<file path="config.mk">
export PLATFORM = sky130hd
export DESIGN_NAME = sgx_expander
export DESIGN_NICKNAME = d
export VERILOG_FILES = /design/src/sgx_pkg.sv /design/src/sgx_sync.sv /design/src/sgx_expander.sv
export VERILOG_INCLUDE_DIRS = /design/src
export SDC_FILE = /design/constraint.sdc
export NUM_CORES = 1
export LEC_CHECK = 0
export ABC_AREA = 1
export BUFFER_PORTS_ARGS = -buffer_cell sky130_fd_sc_hd__buf_2
export CAP_MARGIN = 25
export CORE_MARGIN = 2
export CORE_UTILIZATION = 34
export CTS_BUF_LIST = sky130_fd_sc_hd__clkbuf_16
export CTS_CLUSTER_SIZE = 12
export DETAILED_ROUTE_END_ITERATION = 10
export PLACE_DENSITY = 0.5
export SLEW_MARGIN = 20
export SYNTH_ARGS = -nofsm -noshare
export SYNTH_HDL_FRONTEND = slang
export SYNTH_SLANG_ARGS = --single-unit
</file>
<file path="constraint.sdc">
create_clock -name I_CLK -period 2.86 [get_ports I_CLK]
set_input_delay 0 -clock I_CLK [delete_from_list [all_inputs] [get_ports I_CLK]]
set_output_delay 0 -clock I_CLK [all_outputs]
set_load 0.005 [all_outputs]
</file>
<file path="src/sgx_regs.svh">
// Timing and layout constants for the serial pin expander
`ifndef SGX_REGS_SVH
`define SGX_REGS_SVH
`define SGX_BITS_PER_STAGE 8
`define SGX_MAX_STAGES 8
`define SGX_CLK_PERIOD_NS 4
`define SGX_SHIFT_HALF_NS 40
`define SGX_SHIFT_HALF_CYC ((`SGX_SHIFT_HALF_NS + `SGX_CLK_PERIOD_NS - 1) / `SGX_CLK_PERIOD_NS)
`define SGX_LOAD_CYC 2
`endif

</file>
<file path="src/sgx_pkg.sv">
// Types for the serial pin expander
package sgx_pkg;
	typedef enum logic [1:0] {
		SGX_IDLE = 2'b00,
		SGX_SHIFT = 2'b01,
		SGX_LOAD = 2'b10
	} sgx_state_e;
endpackage : sgx_pkg

</file>
<file path="src/sgx_sync.sv">
// Two-flop synchroniser for a single level
`timescale 1ns/1ps
module sgx_sync (
	input wire logic i_clk,
	input wire logic i_resetn,
	input wire logic i_d,
	output logic o_q
);
	logic meta_reg;
	always_ff @(posedge i_clk or negedge i_resetn) begin
		if (!i_resetn) begin
			meta_reg <= 1'b0;
			o_q <= 1'b0;
		end else begin
			meta_reg <= i_d;
			o_q <= meta_reg;
		end
	end
endmodule : sgx_sync

</file>
<file path="src/sgx_expander.sv">
// Serial pin expander controller driving an external shift register chain
// How it works
// - Pins are added eight at a time, one external register each.
// - Chain length is one to eight registers, at most sixty-four pins.
// - Outputs leave through serial-in registers, inputs come via parallel-in ones.
// - Drives data out, load, reset_n and shift clock; reads data in.
// - Reset_n stays low until the start bit is set.
// - Load strobe stays low until the start bit is set.
// - Shift clock stays still until the start bit is set.
`timescale 1ns/1ps
`include "sgx_regs.svh"
module sgx_expander #(
	parameter int STAGES = `SGX_MAX_STAGES
) (
	input wire logic I_CLK,
	input wire logic I_RESETN,
	input wire logic I_START,
	input wire logic [STAGES*`SGX_BITS_PER_STAGE-1:0] I_OUT_DATA,
	output logic [STAGES*`SGX_BITS_PER_STAGE-1:0] O_IN_DATA,
	output logic O_FRAME_DONE,
	input wire logic I_EXPANDER_SERIAL_IN,
	output logic O_EXPANDER_SERIAL_OUT,
	output logic O_EXPANDER_LOAD_STROBE,
	output logic O_EXPANDER_RESET_N,
	output logic O_EXPANDER_SHIFT_CLOCK
);
	localparam int NBITS = STAGES * `SGX_BITS_PER_STAGE;
	localparam int HALF = `SGX_SHIFT_HALF_CYC;
	localparam int HALF_M1 = (HALF < 1) ? 0 : HALF - 1;

	// Refuse lengths and timings that the counters below cannot serve
	if (STAGES < 1 || STAGES > `SGX_MAX_STAGES) begin : g_bad_stages
		$error("Chain length must be one to eight registers");
	end
	if (HALF < 1 || HALF > 256) begin : g_bad_half
		$error("Shift half period must be one to 256 clocks");
	end
	if (`SGX_LOAD_CYC < 1 || `SGX_LOAD_CYC > 127) begin : g_bad_load
		$error("Load strobe must last one to 127 half periods");
	end

	sgx_pkg::sgx_state_e state_reg;
	logic started_reg;
	logic [7:0] half_cnt_reg;
	logic [6:0] bit_cnt_reg;
	logic [NBITS-1:0] out_sh_reg;
	logic [NBITS-1:0] in_sh_reg;
	logic sclk_reg;
	logic load_reg;
	logic dout_reg;
	logic din_sync;
	logic half_tick;
	sgx_pkg::sgx_state_e state_next;
	logic in_idle;
	logic in_shift;
	logic in_load;
	logic frame_begin;
	logic sclk_rise;
	logic sclk_fall;
	logic last_bit;
	logic shift_end;
	logic load_end;

	// Pin input crosses from the board, so it is synchronised first
	sgx_sync u_din_sync (
		.i_clk(I_CLK),
		.i_resetn(I_RESETN),
		.i_d(I_EXPANDER_SERIAL_IN),
		.o_q(din_sync)
	);

	assign half_tick = (half_cnt_reg == 8'(HALF_M1));

	// Start is sticky; only a system reset returns the chain to reset
	always_ff @(posedge I_CLK or negedge I_RESETN) begin
		if (!I_RESETN) begin
			started_reg <= 1'b0;
		end else if (I_START) begin
			started_reg <= 1'b1;
		end
	end

	always_ff @(posedge I_CLK or negedge I_RESETN) begin
		if (!I_RESETN) begin
			half_cnt_reg <= 8'h00;
		end else if (state_reg == sgx_pkg::SGX_IDLE || half_tick) begin
			half_cnt_reg <= 8'h00;
		end else begin
			half_cnt_reg <= half_cnt_reg + 8'h01;
		end
	end

	// State decodes shared by the registers below
	always_comb begin
		in_idle = 1'b0;
		in_shift = 1'b0;
		in_load = 1'b0;
		case (state_reg)
			sgx_pkg::SGX_IDLE: begin
				in_idle = 1'b1;
			end
			sgx_pkg::SGX_SHIFT: begin
				in_shift = 1'b1;
			end
			sgx_pkg::SGX_LOAD: begin
				in_load = 1'b1;
			end
			default: begin
				in_idle = 1'b0;
			end
		endcase
	end

	// Frame events
	assign frame_begin = in_idle && started_reg;
	assign sclk_rise = in_shift && half_tick && !sclk_reg;
	assign sclk_fall = in_shift && half_tick && sclk_reg;
	assign last_bit = (bit_cnt_reg == 7'(NBITS - 1));
	assign shift_end = sclk_fall && last_bit;
	assign load_end = in_load && half_tick && (bit_cnt_reg == 7'(`SGX_LOAD_CYC - 1));

	// Idle, shift every bit, then hold the load strobe
	always_comb begin
		state_next = state_reg;
		case (state_reg)
			sgx_pkg::SGX_IDLE: begin
				if (started_reg) begin
					state_next = sgx_pkg::SGX_SHIFT;
				end
			end
			sgx_pkg::SGX_SHIFT: begin
				if (shift_end) begin
					state_next = sgx_pkg::SGX_LOAD;
				end
			end
			sgx_pkg::SGX_LOAD: begin
				if (load_end) begin
					state_next = sgx_pkg::SGX_IDLE;
				end
			end
			default: begin
				state_next = sgx_pkg::SGX_IDLE;
			end
		endcase
	end

	always_ff @(posedge I_CLK or negedge I_RESETN) begin
		if (!I_RESETN) begin
			state_reg <= sgx_pkg::SGX_IDLE;
		end else begin
			state_reg <= state_next;
		end
	end

	// Counts shifted bits, then load half periods
	always_ff @(posedge I_CLK or negedge I_RESETN) begin
		if (!I_RESETN) begin
			bit_cnt_reg <= 7'h00;
		end else if (frame_begin || shift_end || load_end) begin
			bit_cnt_reg <= 7'h00;
		end else if (sclk_fall || (in_load && half_tick)) begin
			bit_cnt_reg <= bit_cnt_reg + 7'h01;
		end
	end

	// Idles low, so the chain sees no edge before start
	always_ff @(posedge I_CLK or negedge I_RESETN) begin
		if (!I_RESETN) begin
			sclk_reg <= 1'b0;
		end else if (in_idle) begin
			sclk_reg <= 1'b0;
		end else if (sclk_rise) begin
			sclk_reg <= 1'b1;
		end else if (sclk_fall) begin
			sclk_reg <= 1'b0;
		end
	end

	always_ff @(posedge I_CLK or negedge I_RESETN) begin
		if (!I_RESETN) begin
			load_reg <= 1'b0;
		end else if (in_idle || load_end) begin
			load_reg <= 1'b0;
		end else if (in_load) begin
			load_reg <= 1'b1;
		end
	end

	// Next bit set up at the fall, half a period before the chain takes it
	always_ff @(posedge I_CLK or negedge I_RESETN) begin
		if (!I_RESETN) begin
			dout_reg <= 1'b0;
		end else if (frame_begin) begin
			dout_reg <= I_OUT_DATA[NBITS-1];
		end else if (sclk_fall && !last_bit) begin
			dout_reg <= out_sh_reg[NBITS-1];
		end
	end

	// Whole frame latched so the chain sees one coherent image
	always_ff @(posedge I_CLK or negedge I_RESETN) begin
		if (!I_RESETN) begin
			out_sh_reg <= '0;
		end else if (frame_begin) begin
			out_sh_reg <= I_OUT_DATA << 1;
		end else if (sclk_fall && !last_bit) begin
			out_sh_reg <= out_sh_reg << 1;
		end
	end

	// Sampled at the rise, before the chain moves its next bit out
	always_ff @(posedge I_CLK or negedge I_RESETN) begin
		if (!I_RESETN) begin
			in_sh_reg <= '0;
		end else if (sclk_rise) begin
			in_sh_reg <= {in_sh_reg[NBITS-2:0], din_sync};
		end
	end

	// Captured inputs published once per frame; 
	// the sampled bits lag the load by one frame, a known trade-off
	always_ff @(posedge I_CLK or negedge I_RESETN) begin
		if (!I_RESETN) begin
			O_IN_DATA <= '0;
			O_FRAME_DONE <= 1'b0;
		end else begin
			O_FRAME_DONE <= 1'b0;
			if (state_reg == sgx_pkg::SGX_LOAD && half_tick &&
				bit_cnt_reg == 7'(`SGX_LOAD_CYC - 1)) begin
				O_IN_DATA <= in_sh_reg;
				O_FRAME_DONE <= 1'b1;
			end
		end
	end

	assign O_EXPANDER_RESET_N = started_reg;
	assign O_EXPANDER_SHIFT_CLOCK = sclk_reg;
	assign O_EXPANDER_LOAD_STROBE = load_reg;
	assign O_EXPANDER_SERIAL_OUT = dout_reg;
endmodule : sgx_expander

</file>
* After elaboration in Yosys (flattened, before gate mapping)
Cells that the tools add are included.
Operators by class: add/subtract/negate cells 2, multiplexer cells 20, reduce and logical (&&, ||, !) cells 23, equality and inequality tests 8
Operators by type and width (count):
- two-way mux 64 bit | 2
- two-way mux 7 bit | 2
- two-way mux 1 bit | 11
- logical AND 1 bit | 10
- adder 8 x 1 -> 8 bit (second input constant) | 1
- equality test 8 x 4 -> 1 bit (second input constant) | 1
- two-way mux 8 bit | 1
- adder 7 x 1 -> 7 bit (second input constant) | 1
- equality test 7 x 1 -> 1 bit (second input constant) | 1
- equality test 7 x 6 -> 1 bit (second input constant) | 1
- two-way mux 2 bit | 3
- inequality test 2 bit (second input constant) | 3
- case mux 2 bit (3 select lines) | 1
- nonzero test 2 bit | 3
- logical OR 1 bit | 5
- AND reduction 3 bit | 1
- nonzero test 3 bit | 1
- equality test 2 x 1 -> 1 bit (second input constant) | 1
- equality test 2 bit (second input constant) | 1
- logical NOT 1 bit | 2
- logical NOT 2 bit | 1
Storage, ports and cells: flip-flop bits (word level) 216, output and inout bits 69, word-level logic and storage cells 66

* Longest topological paths before layout
Gate-level depths: netlist of run 1.
word-level depth 8, mapped depth 11, mapped depth without buffers 10

* Modules after synthesis
Synthesis of run 1 repeated with hierarchy kept, for this count alone.
Unflattened totals: cells, all modules 1098, area, all modules 9181.3 um2
By module, submodules not included:
- sgx_expander | cells each 1096, sequential area each 5330.1 um2, times used 1, area each 9131.3 um2
- sgx_sync | cells each 2, sequential area each 50.0 um2, times used 1, area each 50.0 um2

* Least setup slack after synthesis of run 1
OpenSTA, ideal clock, no wires.
kind register to register, from register half_cnt_reg[1], to register out_sh_reg[45], arrival time 1.451 ns, cell stages (with the launch flop) 12, slack 1.292 ns, setup time 0.116 ns, buffers on the path 2, required time 2.744 ns, cell sequence dfrtp_1 > inv_1 > ha_1 > nand3_1 > nor2_4 > nand3_2 > clkinv_1 > nand2_2 > buf_12 > buf_12 > nand3_2 > nand2_1
Between the ends: cells in the longest elaborated chain, start to end 5
RTL lines:
- from (decl) | RTL line sgx_expander.sv:44 | logic [7:0] half_cnt_reg;
- from (signal assigned) | RTL line sgx_expander.sv:89 | half_cnt_reg <= half_cnt_reg + 8'h01;
- equality test 8 x 4 -> 1 bit | RTL line sgx_expander.sv:72 | assign half_tick = (half_cnt_reg == 8'(HALF_M1));
- logical AND 1 bit (2 in series) | RTL line sgx_expander.sv:117 | assign sclk_fall = in_shift && half_tick && sclk_reg;
- logical AND 1 bit | RTL line sgx_expander.sv:206 | end else if (sclk_fall && !last_bit) begin
- nonzero test 2 bit (no line)
- to (signal assigned) | RTL line sgx_expander.sv:205 | out_sh_reg <= I_OUT_DATA << 1;
- to (signal assigned) | RTL line sgx_expander.sv:207 | out_sh_reg <= out_sh_reg << 1;
- to (decl) | RTL line sgx_expander.sv:46 | logic [NBITS-1:0] out_sh_reg;
No other way between the ends. A chain may end at the register's enable or synchronous reset.

* Worst setup path in the final report of run 1
from register half_cnt_reg[1], to register out_sh_reg[19]
Same word-level chain as after synthesis.

==> reports/qor.csv, run 1 <==
metric;value;unit
synth_edf_count;0;
synth_flop_cell;dfrtp_1;
initialDrtViolationCount;501;
wl;21100;um
dieWidth;171;um
antenna_left;0;
synth_fp_nets;1169;
drcViolationCount;0;
power_leakage;6.06;nW
numCtsBuffers;25;
seq_area_frac_synth;56.4;%
vias;7216;
rows;61;
clk_pin_slew_worst_paths;0.06;ns
ys_types;23;
wl_per_cell;12.6;um
drive_gt1_share;19.1;%
nNetsFinal;1347;
yosysWarnings;0;
io_buffers;136;
worstSetupStartpoint;half_cnt_reg[1];
grt_max_degree;128;
avgSynthCellArea;8.69;um2
yosysTopAreaCell;dfrtp_1;
grt_use_total;14.6;%
crit_type;reg2reg;
peakVddDrop;0.360;mV
yosys-top-cells-count;nand2_1 (476), dfrtp_1 (215), inv_1 (85), o21ai_0 (72), nand3_2 (62);
tritoncts;done;
fin_crit;1.94;ns
cts-root-buf;clkbuf_16;
grt_first_pass_wirelength;35300;um
reg2reg_from;half_cnt_reg[1];
rsz0062_at_grt;no;
relSlewSlack;52.8;%
post_dp_cell_area;0.0105;mm2
start_util;34.4;%
setup_viol;0;
maxCapViolCount;0;
syn_area;0.00953;mm2
min_from;I_EXPANDER_SERIAL_IN;
io_pins;137;
synth_area_leaders;dfrtp_1 (56%), nand2_1 (19%), nand3_2 (6.5%);
hold_violations;0;
post_cts_resized;0;
fin_crit_sh;67.8;%
grt_pass1_vias;6929;
async_flop_share;100;%
final_max_slew_viol_count;0;
cts.htree.levels;1;
firstDrtPassIters;4;
tns;0;ns
dp_hpwl;12500;um
p_per_area;708;mW/mm2
status;finished clean;
place_inst;1557;
skew;0.0146;ns
fin_area;0.0119;mm2
ys_seq_elements;215;
grt_overflow;0;
cp_max_fo;45;
clock.fmax;516;MHz
syn_inst;1097;
fillers;2787;
antenna_found_initial;0;
n_antenna_cell;0;
gp_congestion;0.730;
die-area;0.0294;mm2
synth.most_common_cell;nand2_1;
die_h;171;um
netlist.area_leader.share;56.4;%
coreArea;0.0277;mm2
clkSinkCount;215;
start_kind;flop;
seqCellArea;0.00538;mm2
worstPathArrival;2.39;ns
hold_class;in2reg;
clk_latency;0.53;ns
multiInputGateArea;0.00344;mm2
finalNonFillerCells;1672;
clk_path_buf_depth;3;
worst_slew_pin_slew;0.709;ns
area_growth_syn_to_layout;24.9;%
cp.required;3.31;ns
cp-end-kind;flop;
vias_per_cell;4.32;
cell usage in the layout, fill, tap and decap left out:
cell             n
clkinvlp_4       1
inv_1           92
nor2_4           1
clkinv_1        10
nand3_2         61
nand2_4          3
clkbuf_16       25
bufinv_16        1
nor3_4           1
o21ai_0         72
nor3_1           1
nand3_1         13
buf_12           8
a21oi_1          8
nand3_4          2
nand2_2          2
buf_2          136
nor2_1          26
ha_1             4
clkinv_2         2
dlygate4sd3_1   68
inv_16           1
nand2_1        476
buf_8            1
o21ai_1         61
o31ai_1          1
or2_2            1
inv_2            1
dfrtp_1        215
worst paths after layout:
| check | end | slack (ns) | cells past startpoint |
|---|---|---|---|
| worst max-delay path | out_sh_reg[19] | 0.92 | 11 |
| worst min-delay path | u_din_sync.meta_reg | 0.12 | 2 |
| worst max register to register | out_sh_reg[19] | 0.92 | 11 |
| worst min register to register | u_din_sync.o_q | 0.35 | 0 |
| max in group asynchronous | in_sh_reg[9] | 1.59 | 4 |
| min in group asynchronous | in_sh_reg[5] | 0.46 | 3 |
power by group:
group | switching (mW) | total, mW | internal, mW | leakage, nW
logic | 0.860 | 1.58 | 0.717 | 2.75
clock network | 1.26 | 2.93 | 1.68 | 0.391
registers | 0.360 | 3.93 | 3.57 | 2.93
worst max-delay path: stages, from the launching register on:
cell and delay (ns):
dfrtp_1 0.39, inv_1 0.06, ha_1 0.13, nand3_1 0.12, nor2_4 0.23, nand3_2 0.12, clkinv_1 0.12, nand2_4 0.07
nand2_4 0.20, buf_12 0.27, nand2_1 0.08, nand2_1 0.06
logic make-up after synthesis:
kind of cell	after synthesis	share of synthesized area (%)
and+or+nand+nor	587	27.8
buffers and inverters	149	7.77
adders and majority gates	4	0.525
DFF	215	56.4
AOI/OAI and AO/OA	142	7.48
final cells by class:
cell class,count,area share [%]
flip-flops and latches,215,45.2
multi-input cells,733,28.9
repair buffers,213,12.9
clock buffers,25,5.25
well taps,378,3.97
inverters,87,2.74
clock inverters,21,1.07
per-stage QoR:
step / power (mW) / hold WS, ns / util (%) / worst slack (ns)
floorplan: 5.13 / -0.296 / - / 1.29
global placement: 5.47 / -0.0484 / 37.8 / 0.911
detailed placement: 5.51 / -0.0478 / 37.8 / 0.902
CTS: 8.59 / 0.0958 / 43.0 / 0.550
global route: 9.05 / 0.112 / 43.0 / 0.721
finish: 8.44 / 0.116 / 43.0 / 0.922
what timing repair did:
item	4_1_cts	5_1_grt
endpoints found under the hold margin	281	0
hold buffers	69	0
setup buffers	0	0
routing by layer:
| metal | vias up | GRT usage [%] | wire length (um) |
|---|---|---|---|
| met5 | - | 0 | 0 |
| met4 | 0 | 4.42 | 418 |
| met3 | 30 | 2.23 | 668 |
| met2 | 98 | 22.8 | 9810 |
| met1 | 3316 | 21.0 | 10200 |
| li1 | 3772 | - | - |
No activity file was read; power rests on OpenSTA's default activity.
==> run 2, diff against run 1 <==
ABC_AREA = 0   (was 1)
clock period = 2 ns   (was 2.86 ns; I/O delays follow)
==> run 2 against run 1 <==
Maximum frequency is 1.1% higher; sequential cell count is the same; die area down 6.5%; sequential share of layout area is 1.2 points higher; routed wire length shrank 0.79%; critical path type unchanged.
==> reports/qor.csv, run 2 <==
metric;value;unit
dp_hpwl;11500;um
critPathCapture;O_IN_DATA[59];
initialDrtViolationCount;556;
p_per_area;987;mW/mm2
hold_violations;0;
coreArea;0.0258;mm2
synthSimpleGateAreaFrac;5.98;%
synth_flop_cell;dfrtp_1;
cp_max_fo;17;
worst_slew_pin_slew;0.692;ns
tritoncts;done;
rsz0062_at_grt;yes;
post_dp_cell_area;0.0101;mm2
peakVddDrop;0.597;mV
place_inst;1178;
fin_total_pwr;11.5;mW
clk_latency;0.53;ns
grt_pass1_vias;6530;
cts.htree.levels;1;
synth_top_family_by_area;multiplexers;
setup_viol;0;
netlist.area_leader.share;60.5;%
final_max_slew_viol_count;0;
relSlewSlack;53.8;%
nNetsFinal;1014;
firstDrtPassIters;4;
start_kind;flop;
rows;59;
die-area;0.0275;mm2
syn_area;0.00889;mm2
drcViolationCount;0;
finalNonFillerCells;1294;
cp_top_family;buffers and inverters;
cp-end-kind;flop;
synth_xor_area_share;0.689;%
dieWidth;166;um
hold_class;in2async;
worstSetupStartpoint;bit_cnt_reg[1];
fin_crit_sh;95.8;%
cp_slowest_cell;dfrtp_1;
synth_fp_nets;810;
synth_area_leaders;dfrtp_1 (60%), mux2_2 (14%), a31oi_1 (4.4%);
r2r_slack;0.08;ns
crit_type;reg2reg;
fin_area;0.0116;mm2
worstPathArrival;2.33;ns
maxCapViolCount;0;
numCtsBuffers;25;
synthMuxAreaShare;16.3;%
antenna_found_initial;0;
synth-adder-area-share;0.563;%
r2r-end;O_IN_DATA[59];
clk_path_buf_depth;3;
reg2reg_from;bit_cnt_reg[1];
crit_path_max_incr_delay;0.41;ns
synth_edf_count;0;
start_util;34.4;%
syn_inst;738;
ys_types;36;
layout.cells.most_common;dfrtp_1;
power_leakage;5.62;nW
path_cells;inv_1, ha_1, nor4b_1, buf_4, nand4_1, buf_4, clkbuf_16, mux2_1;
worstSetupPathDepth;8;
drive_gt1_share;34.0;%
yosysWarnings;0;
n_antenna_cell;0;
wl_per_cell;16.1;um
io_buffers;136;
skew;0.0132;ns
reg2regPathDepth;8;
seq_area_frac_synth;60.5;%
cp.required;2.41;ns
status;finished clean;
area_growth_syn_to_layout;30.6;%
fin_crit;1.92;ns
grt_use_total;14.5;%
vias_per_cell;5.00;
critPathBufInv;4;
io_pins;137;
yosys-top-cells-count;dfrtp_1 (215), mux2_2 (114), nor2_1 (76), o21ai_0 (70), a21oi_1 (69);
grt_overflow;0;
layout_common_cells;dfrtp_1 (215), buf_2 (135), mux2_2 (114), nor2_1 (76), o21ai_0 (70);
yosysTopAreaCell;dfrtp_1;
clock.fmax;522;MHz
async_flop_share;100;%
clkSinkCount;215;
synth_compound_area_share;12.7;%
antenna_left;0;
gp_congestion;0.720;
wl;20900;um
clk_pin_slew_worst_paths;0.06;ns
cts-root-buf;clkbuf_16;
vias;6471;
fillers;2411;
path_common_cell;buf_4;
synth.most_common_cell;dfrtp_1;
ys_seq_elements;215;
die_h;166;um
grt_max_degree;67;
grt_first_pass_wirelength;34200;um
avgSynthCellArea;12.1;um2
## run 2: cell types whose count changed after synthesis, sizes merged, moves of 24 or more
| cell | delta |
|---|---|
| a21oi | +61 |
| clkbuf | +24 |
| a31oi | +63 |
| nand3 | -71 |
| nand2 | -470 |
| nor2 | +49 |
| mux2 | +129 |
| inv | -82 |
| o21ai | -62 |
| buf | -29 |
## run 2: how the worst min path moves through the flow
stage                             endpoint     start  slack (ns)
global route                out_sh_reg[11]  I_RESETN        0.05
global placement            out_sh_reg[12]  I_RESETN       -0.01
finish                      out_sh_reg[12]  I_RESETN        0.01
floorplan           O_EXPANDER_LOAD_STROBE  I_RESETN       -0.30
detailed placement          out_sh_reg[12]  I_RESETN       -0.01
CTS                        half_cnt_reg[4]  I_RESETN        0.02
## run 2: per-stage QoR
| step | util [%] | setup slack [ns] | TNS [ns] | hold WS, ns |
|---|---|---|---|---|
| after global routing | 44.9 | -0.0501 | -0.807 | 0.0534 |
| after detailed placement | 39.0 | 0.0430 | 0 | -0.00983 |
| after CTS | 44.6 | 0.0220 | 0 | 0.0169 |
| after global placement | 39.0 | 0.0559 | 0 | -0.0103 |
| final | 44.9 | 0.0837 | 0 | 0.0149 |
| after floorplan | - | 0.0187 | 0 | -0.296 |
## run 2: logic make-up after synthesis
kind of cell               after synthesis
AOI/OAI and AO/OA                      208
and+or+nand+nor                        114
adders and majority gates                4
buffers and inverters                   61
DFF                                    215
xor gates and xnor gates                 7
muxes                                  129
## run 2: power breakdown
group          switching [mW]  internal (mW)  total (mW)
registers               0.375           5.07        5.45
clock network            1.82           2.54        4.36
logic                   0.821          0.832        1.65
total                    3.02           8.44        11.5
## run 2: what timing repair did
item / in CTS / in global routing
hold endpoints to repair: 281 / 0
gates resized for setup: 0 / 5
setup endpoints to repair: 0 / 129
hold buffers: 67 / 0
buffers inserted: 0 / 2
## run 2: layer usage
layer,GRT usage (%),vias up,share of wire (%)
li1,-,3047,-
met1,21.3,3223,48
met2,22.0,171,45
met3,3.31,30,5.7
met4,3.29,0,1.6
met5,0,-,0
## run 2: cell type report
class                   count  area [um2]  area share (%)
inverters                   4        15.0           0.129
well taps                 335         419            3.61
clock buffers              25         626            5.39
multi-input cells         462        3250            28.0
flip-flops and latches    215        5380            46.3
repair buffers            234        1770            15.3
clock inverters            19         154            1.33
==> run 3, diff against run 2 <==
clock period = 2.12 ns   (was 2 ns; I/O delays follow)
==> run 3 against run 2 <==
Clock skew decreased by 0.0028 ns; design area shrank 0.58%; largest power group unchanged; first-iteration DRC count shrank 8.5%; sequential share of layout area grew 0.27 points; critical path type unchanged; critical endpoint is now O_IN_DATA[33].
==> reports/qor.csv, run 3 (synthesized netlist as in run 2, its figures left out) <==
metric;value;unit
numCtsBuffers;24;
fin_total_pwr;10.4;mW
clock.fmax;503;MHz
hold_class;in2reg;
cp_slowest_cell;dfrtp_1;
wl;20300;um
worst_slew_pin_slew;0.560;ns
area_growth_syn_to_layout;29.8;%
grt_max_degree;67;
layout.cells.most_common;dfrtp_1;
drive_gt1_share;33.9;%
cp_top_family;simple AND/OR/NAND/NOR gates;
power_leakage;5.59;nW
final_max_slew_viol_count;0;
grt_use_total;14.3;%
fin_crit;1.99;ns
crit_type;reg2reg;
finalNonFillerCells;1291;
rsz0062_at_grt;no;
fin_area;0.0115;mm2
vias;6418;
cts-root-buf;clkbuf_16;
initialDrtViolationCount;509;
relSlewSlack;62.4;%
antenna_left;0;
io_buffers;136;
drcViolationCount;0;
coreArea;0.0258;mm2
start_util;34.4;%
reg2reg_from;half_cnt_reg[0];
io_pins;137;
hold_violations;0;
grt_first_pass_wirelength;33700;um
dp_hpwl;11700;um
cp.required;2.51;ns
maxCapViolCount;0;
finalWorstSetupSlack;0.131;ns
hold_path_depth;2;
gp_congestion;0.724;
die_h;166;um
fin_crit_sh;93.8;%
critPathBufInv;2;
die-area;0.0275;mm2
wl_per_cell;15.8;um
grt_overflow;0;
clk_pin_slew_worst_paths;0.06;ns
peakVddDrop;0.494;mV
reg2regPathDepth;6;
grt_pass1_vias;6389;
nNetsFinal;1013;
rows;59;
clk_path_buf_depth;3;
n_antenna_cell;0;
tns;0;ns
min_from;I_EXPANDER_SERIAL_IN;
firstDrtPassIters;4;
cp-end-kind;flop;
vias_per_cell;4.97;
p_per_area;899;mW/mm2
dp_slack;0.0310;ns
crit_path_max_incr_delay;0.41;ns
tritoncts;done;
start_kind;flop;
cts.htree.levels;1;
cp_max_fo;26;
worstSetupPathDepth;6;
status;finished clean;
worstPathArrival;2.38;ns
path_common_cell;buf_12;
worstSetupStartpoint;half_cnt_reg[0];
layout_common_cells;dfrtp_1 (215), buf_2 (135), mux2_2 (114), nor2_1 (76), o21ai_0 (70);
clkSinkCount;215;
dieWidth;166;um
setup_viol;0;
path_cells;ha_1, and3b_2, nand4_1, buf_12, buf_12, mux2_2;
post_dp_cell_area;0.0101;mm2
place_inst;1179;
antenna_found_initial;0;
skew;0.0104;ns
clk_latency;0.51;ns
[run 3: changes by cell type in the layout (fill, tap and decap cells not counted), moves of 2 or more]
| cell | previous run | this run |
|---|---|---|
| buf_8 | 3 | 1 |
| buf_12 | 10 | 14 |
| inv_1 | 8 | 6 |
| bufinv_16 | 2 | 0 |
| clkinv_2 | 4 | 7 |
[run 3: power breakdown]
part	internal (mW)	switching, mW
sequential	4.78	0.359
clock	2.11	1.62
combinational	0.737	0.762
[run 3: layout make-up]
class                   count  area (um2)
clock buffers              25         626
multi-input cells         462        3250
repair buffers            234        1790
well taps                 335         419
clock inverters            16        68.8
fillers                  2468       14300
inverters                   4        15.0
flip-flops and latches    215        5380
[run 3: timing repair]
action / 4_1_cts / 5_1_grt
setup endpoints to repair: 0 / 76
buffers inserted: 0 / 2
endpoints found under the hold margin: 281 / 0
hold buffers: 69 / 0
gates resized for setup: 0 / 1
[run 3: final timing paths]
check                      slack [ns]                   to
setup / recovery                 0.13        O_IN_DATA[33]
hold reg to reg                  0.37       u_din_sync.o_q
setup reg to reg                 0.13        O_IN_DATA[33]
max in group asynchronous        0.82       out_sh_reg[39]
hold / removal                   0.14  u_din_sync.meta_reg
min in group asynchronous        0.52       out_sh_reg[12]
[run 3: worst reg2reg max path: stages, from the launching register on]
cell     delay (ns)
dfrtp_1        0.41
ha_1           0.21
and3b_2        0.27
nand4_1        0.23
buf_12         0.25
buf_12         0.18
mux2_2         0.33
[run 3: per-stage QoR]
stage	hold slack, ns	util, %
after global routing	0.113	44.7
final	0.138	44.7
after global placement	-0.0647	39.2
after CTS	0.106	44.6
after floorplan	-0.296	-
after detailed placement	-0.0635	39.2
[run 3: routing by layer]
layer	up-vias	global-route usage (%)	part of all wire, %
li1	3040	-	-
met1	3198	21.8	50
met2	151	20.9	43
met3	29	3.10	5.4
met4	0	3.33	1.5
met5	-	0	0
